<file path="src/prog_access_consts.vh">
// constants for the program memory table access block
`ifndef PROG_ACCESS_CONSTS_VH
`define PROG_ACCESS_CONSTS_VH
`define PTR_W          22
`define PTR_LOW_W      21
`define PTR_CFG_BIT    21
`define HOLD_IDX_HI    5
`define HOLD_COUNT     64
`define ROW_HI         20
`define ROW_LO         6
`define ERASE_HI       20
`define ERASE_LO       10
`define PC_W           21
`define SFR_LATCH      2'h0
`define SFR_PTR_LOW    2'h1
`define SFR_PTR_HIGH   2'h2
`define SFR_PTR_UPPER  2'h3
`define UPD_NONE       2'h0
`define UPD_POST_INC   2'h1
`define UPD_POST_DEC   2'h2
`define UPD_PRE_INC    2'h3
`define OPND_TAG       4'hF
`define ONCHIP_SIZE    21'h020000
`define RESET_BYTE     8'h00
`define RESET_PTR      22'h000000
`define RESET_PC       21'h000000
`endif

</file>
<file path="src/table_ptr_step.v">
// pointer update arithmetic confined to the low 21 bits
`timescale 1ns/1ps
`include "prog_access_consts.vh"
module table_ptr_step
(
    input  wire [21:0] i_ptr,
    input  wire [1:0]  i_mode,
    output reg  [21:0] o_access_ptr,
    output reg  [21:0] o_next_ptr
);
    reg [20:0] low_inc;
    reg [20:0] low_dec;
    always @*
    begin
        // carry never reaches the configuration select bit
        low_inc = i_ptr[20:0] + 21'h000001; // [RULE17]
        low_dec = i_ptr[20:0] - 21'h000001; // [RULE17]
        o_access_ptr = i_ptr;
        o_next_ptr   = i_ptr;
        case (i_mode) // [RULE5]
            `UPD_NONE:
            begin
                o_next_ptr = i_ptr;
            end
            `UPD_POST_INC:
            begin
                o_next_ptr = {i_ptr[21], low_inc}; // [RULE4]
            end
            `UPD_POST_DEC:
            begin
                o_next_ptr = {i_ptr[21], low_dec}; // [RULE4]
            end
            `UPD_PRE_INC:
            begin
                o_access_ptr = {i_ptr[21], low_inc}; // [RULE4]
                o_next_ptr   = {i_ptr[21], low_inc};
            end
            default:
            begin
                o_next_ptr = i_ptr;
            end
        endcase
    end
endmodule // table_ptr_step

</file>
<file path="src/program_memory_table_access.v">
// table latch, table pointer, flash targeting and fetch address logic
// Operation
// [RULE1] 8-bit table latch carries transferred bytes
// [RULE2] three byte registers form 22-bit pointer
// [RULE3] low 21 bits memory, top bit config
// [RULE4] pointer updates touch low 21 bits only
// [RULE5] four update modes: none, post inc/dec, pre inc
// [RULE6] table read uses all 22 pointer bits
// [RULE7] table write picks holding register by bits 5:0
// [RULE8] write start picks 64-byte row by 20:6
// [RULE9] erase picks 1024-byte block by 20:10
// [RULE10] byte addressed, PC steps 2, LSb zero
// [RULE11] call/jump operand loads PC bits 20:1
// [RULE12] branch offset counts words, doubled bytes
// [RULE13] second word has 1111 tag, 12-bit literal
// [RULE14] lone tagged word executes as no-operation
// [RULE15] default external address is raw PC
// [RULE16] shifting subtracts on-chip size externally
// [RULE17] pointer wraps inside low 21 bits
`timescale 1ns/1ps
`include "prog_access_consts.vh"
module program_memory_table_access
(
    input  wire        i_mclk,
    input  wire        i_reset_n,
    // special function register port
    input  wire        i_sfr_wr,
    input  wire [1:0]  i_sfr_sel,
    input  wire [7:0]  i_sfr_wdata,
    output reg  [7:0]  o_sfr_rdata,
    // table operation requests from the core
    input  wire        i_tbl_rd,
    input  wire        i_tbl_wr,
    input  wire [1:0]  i_tbl_mode,
    input  wire        i_write_start,
    input  wire        i_erase_start,
    // flash array side
    output reg         o_mem_rd,
    output reg  [21:0] o_mem_rd_addr,
    input  wire [7:0]  i_mem_rdata,
    input  wire        i_mem_rvalid,
    output reg         o_hold_wr,
    output reg  [5:0]  o_hold_idx,
    output reg  [7:0]  o_hold_data,
    output reg         o_cfg_space,
    output reg         o_row_write,
    output reg  [14:0] o_row_sel,
    output reg         o_block_erase,
    output reg  [10:0] o_erase_sel,
    // program counter and fetch path
    input  wire        i_pc_advance,
    input  wire        i_pc_jump,
    input  wire [19:0] i_jump_word_addr,
    input  wire        i_pc_branch,
    input  wire [10:0] i_branch_words,
    input  wire        i_first_word_two,
    input  wire        i_skip_taken,
    input  wire [15:0] i_fetch_word,
    input  wire        i_fetch_valid,
    output reg  [20:0] o_pc,
    output reg         o_exec_nop,
    output reg         o_operand_valid,
    output reg  [11:0] o_operand_literal,
    // external memory bus addressing
    input  wire        i_ext_mode,
    input  wire        i_addr_shift,
    output reg  [20:0] o_ext_addr,
    output reg         o_ext_sel
);
    reg        rst_meta_q;
    reg        rst_sync_q;
    reg [7:0]  latch_q;
    reg [21:0] ptr_q;
    reg        rd_pend_q;
    reg        expect_opnd_q;
    wire       rst_n;
    wire [21:0] access_ptr;
    wire [21:0] next_ptr;
    reg  [21:0] ptr_d;
    wire [20:0] branch_pc;

    assign rst_n = rst_sync_q;

    always @(posedge i_mclk or negedge i_reset_n)
    begin
        if (!i_reset_n)
        begin
            rst_meta_q <= 1'b0;
            rst_sync_q <= 1'b0;
        end
        else
        begin
            rst_meta_q <= 1'b1;
            rst_sync_q <= rst_meta_q;
        end
    end

    table_ptr_step u_step
    (
        .i_ptr        (ptr_q),
        .i_mode       (i_tbl_mode),
        .o_access_ptr (access_ptr),
        .o_next_ptr   (next_ptr)
    );

    // relative displacement counts words, so shift left once
    function [20:0] branch_target;
        input [20:0] pc;
        input [10:0] words;
        begin
            branch_target = pc + {{9{words[10]}}, words, 1'b0}; // [RULE12]
        end
    endfunction

    // external addresses are those at or above the on-chip top
    function is_external;
        input [20:0] addr;
        begin
            is_external = (addr >= `ONCHIP_SIZE);
        end
    endfunction

    // target worked out once, outside the clocked block
    assign branch_pc = branch_target(o_pc, i_branch_words); // [RULE12]

    always @*
    begin
        ptr_d = ptr_q;
        if (i_tbl_rd || i_tbl_wr)
        begin
            ptr_d = next_ptr; // [RULE5]
        end
        else if (i_sfr_wr)
        begin
            case (i_sfr_sel) // [RULE2]
                `SFR_PTR_LOW:   ptr_d = {ptr_q[21:8], i_sfr_wdata};
                `SFR_PTR_HIGH:  ptr_d = {ptr_q[21:16], i_sfr_wdata,
                                         ptr_q[7:0]};
                // upper byte holds only six live bits
                `SFR_PTR_UPPER: ptr_d = {i_sfr_wdata[5:0], ptr_q[15:0]};
                default:        ptr_d = ptr_q;
            endcase
        end
    end

    always @(posedge i_mclk or negedge rst_n)
    begin
        if (!rst_n)
        begin
            o_mem_rd      <= 1'b0;
            o_mem_rd_addr <= `RESET_PTR;
            o_hold_wr     <= 1'b0;
            o_hold_idx    <= 6'h00;
            o_hold_data   <= `RESET_BYTE;
            o_cfg_space   <= 1'b0;
            o_row_write   <= 1'b0;
            o_row_sel     <= 15'h0000;
            o_block_erase <= 1'b0;
            o_erase_sel   <= 11'h000;
        end
        else
        begin
            // strobes last exactly one clock
            o_mem_rd      <= 1'b0;
            o_hold_wr     <= 1'b0;
            o_row_write   <= 1'b0;
            o_block_erase <= 1'b0;
            if (i_tbl_rd)
            begin
                o_mem_rd      <= 1'b1;
                o_mem_rd_addr <= access_ptr; // [RULE6]
                o_cfg_space   <= access_ptr[`PTR_CFG_BIT]; // [RULE3]
            end
            else if (i_tbl_wr)
            begin
                o_hold_wr   <= 1'b1;
                o_hold_idx  <= access_ptr[`HOLD_IDX_HI:0]; // [RULE7]
                o_hold_data <= latch_q; // [RULE1]
                o_cfg_space <= access_ptr[`PTR_CFG_BIT]; // [RULE3]
            end
            else if (i_write_start)
            begin
                o_row_write <= 1'b1;
                o_row_sel   <= ptr_q[`ROW_HI:`ROW_LO]; // [RULE8]
                o_cfg_space <= ptr_q[`PTR_CFG_BIT];
            end
            else if (i_erase_start)
            begin
                o_block_erase <= 1'b1;
                // low ten bits play no part in erase
                o_erase_sel   <= ptr_q[`ERASE_HI:`ERASE_LO]; // [RULE9]
                o_cfg_space   <= ptr_q[`PTR_CFG_BIT];
            end
        end
    end

    // software pointer writes lose to a same-cycle table op
    always @(posedge i_mclk or negedge rst_n)
    begin
        if (!rst_n)
        begin
            ptr_q <= `RESET_PTR;
        end
        else
        begin
            ptr_q <= ptr_d; // [RULE2]
        end
    end

    // flash byte wins over a same-cycle software latch write
    always @(posedge i_mclk or negedge rst_n)
    begin
        if (!rst_n)
        begin
            latch_q   <= `RESET_BYTE;
            rd_pend_q <= 1'b0;
        end
        else
        begin
            if (rd_pend_q && i_mem_rvalid)
            begin
                latch_q <= i_mem_rdata; // [RULE6]
            end
            else if (i_sfr_wr && i_sfr_sel == `SFR_LATCH)
            begin
                latch_q <= i_sfr_wdata; // [RULE1]
            end
            // a new read outranks the answer to the old one
            if (i_tbl_rd)
            begin
                rd_pend_q <= 1'b1;
            end
            else if (i_mem_rvalid)
            begin
                rd_pend_q <= 1'b0;
            end
        end
    end

    always @(posedge i_mclk or negedge rst_n)
    begin
        if (!rst_n)
        begin
            o_sfr_rdata <= `RESET_BYTE;
        end
        else
        begin
            // read data trails the select by one clock
            case (i_sfr_sel)
                `SFR_LATCH:     o_sfr_rdata <= latch_q;
                `SFR_PTR_LOW:   o_sfr_rdata <= ptr_q[7:0];
                `SFR_PTR_HIGH:  o_sfr_rdata <= ptr_q[15:8];
                `SFR_PTR_UPPER: o_sfr_rdata <= {2'h0, ptr_q[21:16]};
                default:        o_sfr_rdata <= `RESET_BYTE;
            endcase
        end
    end

    // program counter stays word aligned; bit 0 is held at zero
    always @(posedge i_mclk or negedge rst_n)
    begin
        if (!rst_n)
        begin
            o_pc <= `RESET_PC;
        end
        else if (i_pc_jump)
        begin
            o_pc <= {i_jump_word_addr, 1'b0}; // [RULE11]
        end
        else if (i_pc_branch)
        begin
            o_pc <= {branch_pc[20:1], 1'b0}; // [RULE12]
        end
        else if (i_pc_advance)
        begin
            o_pc <= {o_pc[20:1] + 20'h00001, 1'b0}; // [RULE10]
        end
    end

    // operand word only counts right after a two-word first word
    always @(posedge i_mclk or negedge rst_n)
    begin
        if (!rst_n)
        begin
            expect_opnd_q     <= 1'b0;
            o_exec_nop        <= 1'b0;
            o_operand_valid   <= 1'b0;
            o_operand_literal <= 12'h000;
        end
        else
        begin
            o_exec_nop      <= 1'b0;
            o_operand_valid <= 1'b0;
            if (i_skip_taken)
            begin
                expect_opnd_q <= 1'b0; // [RULE14]
            end
            else if (i_fetch_valid)
            begin
                if (i_fetch_word[15:12] == `OPND_TAG) // [RULE13]
                begin
                    if (expect_opnd_q)
                    begin
                        o_operand_valid   <= 1'b1; // [RULE14]
                        o_operand_literal <= i_fetch_word[11:0]; // [RULE13]
                    end
                    else
                    begin
                        o_exec_nop <= 1'b1; // [RULE14]
                    end
                    expect_opnd_q <= 1'b0;
                end
                else
                begin
                    expect_opnd_q <= i_first_word_two;
                end
            end
        end
    end

    always @(posedge i_mclk or negedge rst_n)
    begin
        if (!rst_n)
        begin
            o_ext_addr <= `RESET_PC;
            o_ext_sel  <= 1'b0;
        end
        else
        begin
            o_ext_sel <= i_ext_mode && is_external(o_pc);
            // below the on-chip top a shifted address wraps; sel stays low
            if (i_addr_shift)
            begin
                o_ext_addr <= o_pc - `ONCHIP_SIZE; // [RULE16]
            end
            else
            begin
                o_ext_addr <= o_pc; // [RULE15]
            end
        end
    end
endmodule // program_memory_table_access

</file>
<file path="config.mk">
export PLATFORM = sky130hd
export DESIGN_NAME = program_memory_table_access
export DESIGN_NICKNAME = d
export VERILOG_FILES = /design/src/table_ptr_step.v /design/src/program_memory_table_access.v
export VERILOG_INCLUDE_DIRS = /design/src
export SDC_FILE = /design/constraint.sdc
export NUM_CORES = 1
export LEC_CHECK = 0
export ABC_AREA = 1
export BUFFER_PORTS_ARGS = -buffer_cell sky130_fd_sc_hd__buf_2
export CAP_MARGIN = 20
export CORE_ASPECT_RATIO = 0.9
export CORE_MARGIN = 4
export CORE_UTILIZATION = 39
export CTS_BUF_LIST = sky130_fd_sc_hd__clkbuf_8
export DETAILED_ROUTE_END_ITERATION = 8
export REMOVE_ABC_BUFFERS = 1
export SYNTH_ARGS = -nofsm -noshare
export SYNTH_HDL_FRONTEND = slang
export SYNTH_HIERARCHICAL = 1
export SYNTH_SLANG_ARGS = --single-unit
</file>
<file path="constraint.sdc">
create_clock -name i_mclk -period 4.8 [get_ports i_mclk]
set_clock_uncertainty 0.2 [all_clocks]
set_input_delay 0 -clock i_mclk [delete_from_list [all_inputs] [get_ports i_mclk]]
set_output_delay 0 -clock i_mclk [all_outputs]
set_load 0.01 [all_outputs]
</file>
==> flow_summary.yaml, run 1 <==
logic_synthesis:
  synthDistinctLibCells: 52
  syn_inst: 1288
  yosysSeqAreaShare_pct: 43.3
  synth_edf_count: 0
  syn_area_sq_mm: 0.00948
  avgSynthCellArea_sq_um: 7.36
  synth_flop_cell: "dfrtp_1"
  async_flop_share_pct: 100
  ys_seq_elements: 164
  yosys_warnings: 6
sta:
  period_minus_slack_ps: 3430
  rsz0062_at_grt: "false"
  maxSlewHeadroom_pct: 33.3
  tightestPinTransition_ps: 995
  finalSetupViolCount: 0
  post-route-period-util_pct: 71.5
  finalHoldViolCount: 0
  timing.fmax_mhz: 291
  whs_ps: 33.1
  drv_slew: 0
clocking:
  cts_tree: "built"
  cts_made_buffers: 17
  cts_sinks: 164
  h-tree-depth: 4
  post_cts_resized: 0
  path_clk_slew_ps: 100
  root_buffer: "clkbuf_8"
  cts_buffer_depth: 2
  clk_latency_ps: 470
route:
  drc: 0
  wl_per_cell_um: 17.1
  vias: 9906
  antenna_left: 0
  viasPerCell: 5.13
  wl_mm: 33.0
  drtIter0Drc: 917
  dr.pass1.iters: 5
cells_and_area:
  drive_gt1_share_pct: 18.6
  diodes: 0
  syn_to_final_growth_pct: 31.8
  fin_util_pct: 52.9
  fin_nets: 1715
power_and_ir_drop:
  power.leakage_nw: 6.32
  powerDensity_mw_per_mm2: 361
  peakVddDrop_v: 0.000172
floorplan:
  initial_core_util_pct: 40.1
  core_region_area_sq_mm: 0.0236
  die_x_um: 172
  die_h_um: 156
  ios: 215
  num_rows: 53
  die_area_sq_mm: 0.0269
worst_setup_path:
  cp.required_ps: 4960
  cp_data_arrival_time_ps: 3590
  r2r_slack_ps: 1370
  reg2regPathDepth: 15
  crit_type: "flop to flop"
  r2r_start: "o_pc[1]"
  r2r-end: "o_pc[13]"
  cp_max_fo: 5
  cp-end-kind: "flop"
  worstSetupStartpointType: "flop"
grt:
  grt_pass1_vias: 9613
  grt_pass1_wl_mm: 52.3
  grt_max_degree: 136
  antenna_found_initial: 0
  grt_overflow: 0
  grt_usage_pct: 24.6
flow_run:
  maxCapViolCount: 0
run_status:
  status: "finished clean"
min_path:
  hold_depth: 4
  hold_end: "o_pc[2]"
  min_path_type: "primary input to flop"
  hold_start: "i_pc_advance"
place:
  gp_congestion: 0.961
  port_buffers: 212
  dp.final_hpwl_mm: 23.5
[report_power, final]
group          leakage (nW)  total [mW]  switching, mW  internal, mW
clock                 0.191        1.03          0.604         0.424
combinational          4.06        1.52          0.912         0.612
sequential             2.06        1.95          0.317          1.64
[metrics by stage]
stage	total power [mW]	setup TNS, ps	worst slack, ps	std cells	area, sq um
after detailed placement	3.34	0	2320	1755	10700
after CTS	4.51	0	1400	1931	12500
after global routing	4.80	0	1150	1931	12500
after global placement	3.34	0	2450	1755	10700
after floorplan	2.74	-49900	-308	1239	9190
final	4.50	0	1370	1931	12500
[logic make-up after synthesis]
| family | after synthesis | synth area share, % |
|---|---|---|
| xor gates and xnor gates | 25 | 2.31 |
| AOI/OAI and AO/OA | 153 | 9.76 |
| adders and majority gates | 15 | 2.06 |
| buffers and inverters | 174 | 8.03 |
| and+or+nand+nor | 753 | 34.3 |
| DFF | 164 | 43.3 |
| muxes | 2 | 0.211 |
| other | 2 | 0.0792 |
[worst max-delay path, cell delays in order, from the launching register on]
cell,delay [ps]
dfrtp_1,460
ha_1,240
inv_1,70
fa_1,390
inv_1,100
nand3_1,70
nand2_1,130
nand3_1,80
nand2_1,150
nand2_1,90
nand3_1,70
nand3_1,70
nand2_1,50
dlygate4sd3_1,530
o21ai_1,50
dlygate4sd3_1,560
[state kept, by name, summed over array words and instances (netlist names)]
name,count
o_block_erase,1
o_hold_wr,1
o_mem_rd,1
o_ext_sel,1
rst_n,1
expect_opnd_q,1
o_hold_idx,6
o_row_write,1
rst_meta_q,1
o_pc,20
ptr_q,22
o_exec_nop,1
o_row_sel,15
rd_pend_q,1
latch_q,8
o_hold_data,8
o_sfr_rdata,8
o_erase_sel,11
o_operand_valid,1
o_ext_addr,20
o_mem_rd_addr,22
o_operand_literal,12
o_cfg_space,1
[cell type report]
class                   count  area (sq um)
clock inverters            14           149
inverters                 124           467
repair buffers            359          2540
multi-input cells         951          4620
fillers                  2372         11100
clock buffers              17           234
flip-flops and latches    164          4110
well taps                 302           378
[how the worst max path moves through the flow]
| stage | from | end | slack, ps | depth (start not counted) |
|---|---|---|---|---|
| final | o_pc[1] | o_pc[13] | 1370 | 15 |
| after detailed placement | i_tbl_rd | o_row_sel[13] | 2320 | 6 |
| after global placement | i_tbl_rd | o_row_sel[12] | 2450 | 6 |
| after floorplan | rst_n | expect_opnd_q | -310 | 0 |
| after global routing | o_pc[1] | o_pc[13] | 1150 | 15 |
| after CTS | o_pc[1] | o_pc[13] | 1400 | 15 |
[Yosys cell counts (4+ instances only)]
master / n / area share, %
buf_6: 6 / 0.71
o21ai_1: 16 / 0.84
inv_1: 109 / 4.3
nand2_2: 17 / 1.1
o2111ai_1: 5 / 0.46
buf_2: 11 / 0.58
clkinv_1: 6 / 0.24
a21oi_1: 17 / 0.90
o21ai_0: 62 / 3.3
o211ai_1: 17 / 1.3
ha_1: 14 / 1.8
a31oi_1: 21 / 1.4
nand2_4: 4 / 0.48
nor2_4: 6 / 0.71
nor2_1: 102 / 4.0
clkbuf_1: 22 / 0.87
inv_2: 8 / 0.32
nand2_1: 448 / 18
buf_4: 7 / 0.55
dfrtp_1: 164 / 43
nor3_1: 4 / 0.21
nand3_1: 133 / 7.0
nand4_1: 17 / 1.1
xnor2_1: 6 / 0.55
nor2_2: 13 / 0.86
xor2_1: 19 / 1.8
[layer usage]
metal	share of wire [%]	global-route usage (%)
met5	0	0
met4	1.7	5.69
met3	8.2	5.93
met2	44	37.5
met1	46	35.8
[what timing repair did]
action / CTS / global route
buffers inserted: 0 / 0
hold buffers: 145 / 0
setup endpoints to repair: 0 / 0
endpoints found under the hold margin: 116 / 0
[cell usage in the layout, fill, tap and decap left out, drive strengths merged, types with 2 or more instances in the layout]
| master | instances |
|---|---|
| o211ai | 18 |
| a31oi | 21 |
| mux2i | 2 |
| ha | 14 |
| xor2 | 19 |
| nor4 | 2 |
| o21bai | 3 |
| nand4 | 17 |
| clkinv | 12 |
| clkinvlp | 2 |
| a21oi | 17 |
| o21ai | 79 |
| clkbuf | 17 |
| conb | 3 |
| o2111ai | 5 |
| a21boi | 2 |
| xnor2 | 6 |
| a41oi | 2 |
| nor2 | 122 |
| nand3 | 136 |
| inv | 123 |
| dfrtp | 164 |
| nor3 | 4 |
| or2 | 2 |
| dlygate4sd3 | 145 |
| buf | 214 |
| nand2 | 469 |
Note: power is estimated with default switching activity, not from simulation.
==> run 2: changes to the inputs <==
Settings changed: ABC_AREA 1 to 0.
Clock period 4.8 ns to 3 ns, I/O delays scaled along.
==> run 2 against run 1 <==
Effect of this change:
- synthesized cell count fell by 37%
- sequential share of layout area rose by 3.1 points
- clock power rose by 80%
- non-clock buffer count fell by 23
- clock-buffer cell count did not move
- design area fell by 8.5%
- via count fell by 27%
- sequential cell count did not move
- critical path depth fell by 6
- wire length fell by 26%
- setup slack got worse by 1300 ps
- cell count fell by 27%
- highest routed layer unchanged
==> flow_summary.yaml, run 2 <==
run_status:
  status: "finished clean"
power_and_ir_drop:
  netSwitchingPower_mw: 2.59
  powerDensity_mw_per_mm2: 649
  pwr-share-clk_pct: 25.0
  power.leakage_nw: 5.50
  comb_power_share_pct: 32.2
  peakVddDrop_v: 0.000327
  p_sw_share_pct: 34.9
  p_int_mw: 4.83
  seqPwrFrac_pct: 42.8
  total_power_mw: 7.42
logic_synthesis:
  synthXorXnorAreaFrac_pct: 6.04
  synth-simple-area-share_pct: 15.4
  ys_seq_elements: 164
  synth.area.top_cells: "dfrtp_1, mux2_2, nand2_1"
  avgSynthCellArea_sq_um: 10.6
  yosysMostFrequentCell: "dfrtp_1"
  async_flop_share_pct: 100
  synth_top_area_share_pct: 48.0
  synthDistinctLibCells: 68
  synth_mux_area_share_pct: 14.9
  syn_inst: 808
  synth-compound-area-share_pct: 9.23
  syn_area_sq_mm: 0.00856
  yosys_warnings: 6
  synth_top_family_by_area: "simple AND/OR/NAND/NOR gates"
  yosysSeqAreaShare_pct: 48.0
  synth_edf_count: 0
  synth_adder_area_share_pct: 2.28
  synth_top_cell_by_area: "dfrtp_1"
  synthTopCellsByCount: "dfrtp_1, nand2_1, mux2_2"
  synth_flop_cell: "dfrtp_1"
worst_setup_path:
  crit_slowest_cell: "dlygate4sd3_1"
  crit_path_cell_trace: "ha_1, o21a_1, o211ai_1, inv_1, a21oi_2, xor2_1, o21ai_0, mux2_2, dlygate4sd3_1"
  crit_type: "flop to flop"
  cp_slowest_stage_delay_ps: 550
  worstSetupStartpointType: "flop"
  cp-end-kind: "flop"
  r2r-end: "o_pc[10]"
  cp.required_ps: 3150
  cp_max_fo: 5
  r2r_start: "o_pc[6]"
  reg2regPathDepth: 9
  cp_data_arrival_time_ps: 3030
  r2r_slack_ps: 120
floorplan:
  die_area_sq_mm: 0.0244
  ios: 215
  initial_core_util_pct: 39.6
  num_rows: 51
  core_region_area_sq_mm: 0.0216
  die_h_um: 149
  die_x_um: 164
sta:
  timing.fmax_mhz: 347
  tightestPinTransition_ps: 827
  rsz0062_at_grt: "false"
  fin_setup_tns_ps: 0
  drv_slew: 0
  post-route-period-util_pct: 96.1
  finalHoldViolCount: 0
  maxSlewHeadroom_pct: 44.7
  period_minus_slack_ps: 2880
  finalSetupViolCount: 0
clocking:
  cts_sinks: 164
  path_clk_slew_ps: 100
  root_buffer: "clkbuf_8"
  h-tree-depth: 4
  cts_buffer_depth: 2
  clk_latency_ps: 460
  cts_tree: "built"
  cts_made_buffers: 17
cells_and_area:
  final_area_sq_mm: 0.0114
  final_cells: 1416
  reg_top3: "o_mem_rd_addr: 22 flops, ptr_q: 22 flops"
  diodes: 0
  final_cell_mix: "buf_2, dfrtp_1, dlygate4sd3_1, nand2_1, mux2_2"
  syn_to_final_growth_pct: 33.5
  drive_gt1_share_pct: 33.2
  fin_nets: 1210
  mostFrequentLayoutCell: "buf_2"
route:
  dr.pass1.iters: 5
  wl_mm: 24.4
  antenna_left: 0
  drtIter0Drc: 437
  drc: 0
  wl_per_cell_um: 17.2
  vias: 7257
  viasPerCell: 5.13
place:
  port_buffers: 212
  place_area_sq_mm: 0.00987
  dp.final_hpwl_mm: 16.9
  gp_congestion: 0.826
  dp.cells: 1278
grt:
  grt_pass1_vias: 7349
  grt_pass1_wl_mm: 38.8
  grt_overflow: 0
  grt_usage_pct: 20.0
  antenna_found_initial: 0
  grt_max_degree: 102
flow_run:
  maxCapViolCount: 0
min_path:
  hold_start: "i_fetch_word[2]"
  min_path_type: "primary input to flop"
  hold_end: "o_operand_literal[2]"
  hold_depth: 4
run 2: power by group through the flow:
stage               registers [mW]  logic (mW)  clock network [mW]
finish                        3.18        2.39                1.85
global route                  3.26        2.63                1.98
CTS                           3.18        2.37                1.91
detailed placement            3.22        2.21                   0
global placement              3.20        2.19                   0
floorplan                     3.37        1.05                   0
run 2: how the worst max path moves through the flow:
stage / start / endpoint / depth (start not counted)
after floorplan: rst_n / expect_opnd_q / 0
after global placement: o_pc[1] / o_pc[13] / 11
after detailed placement: o_pc[1] / o_pc[15] / 10
after CTS: o_pc[1] / o_pc[7] / 11
after global routing: o_pc[1] / o_pc[7] / 11
final: o_pc[6] / o_pc[10] / 9
run 2: cell type report:
type,instances,area (sq um)
fillers,1967,10200
multi-input cells,573,4150
flip-flops and latches,164,4110
repair buffers,336,2270
well taps,291,364
clock buffers,17,234
clock inverters,15,219
inverters,20,75.1
run 2: cell families (layout without fill, tap and decap cells):
kind of cell,Yosys count,count (layout)
adder cells (fa/ha/maj),15,15
AO/OA/AOI/OAI,126,126
flip-flops,164,164
buffers and inverters,72,388
AND/OR/NAND/NOR,260,260
other,2,3
XOR/XNOR,59,59
multiplexers,110,110
run 2: through the flow:
stage          util, %  hold slack (ps)  worst slack (ps)
2_1_floorplan        -             -496             -2110
3_3_place_gp      45.6             -411               355
3_5_place_dp      45.6             -411               284
4_1_cts           52.5             42.6              40.8
5_1_grt           52.8             63.7              12.0
6_report          52.8             74.0               116
run 2: critical path: cells and delay by family, from the launching register on:
family / cells / cell delay [ps]
fa+ha+maj: 1 / 390
flops: 1 / 430
mux: 1 / 260
compound gates: 4 / 680
buf+inv: 2 / 670
xor+xnor: 1 / 150
run 2: timing repair:
action | CTS | global route
hold buffers | 103 | 0
endpoints found under the setup margin | 0 | 5
gates resized for setup | 0 | 11
setup buffers | 0 | 3
endpoints found under the hold margin | 134 | 0
run 2: layer usage:
metal	routed length, um	GRT usage [%]	part of all wire [%]	vias to the layer above
met5	0	0	0	-
met4	656	6.33	2.7	0
met3	1800	5.18	7.4	40
met2	11500	32.3	47	264
met1	10500	26.5	43	3515
li1	-	-	-	3438
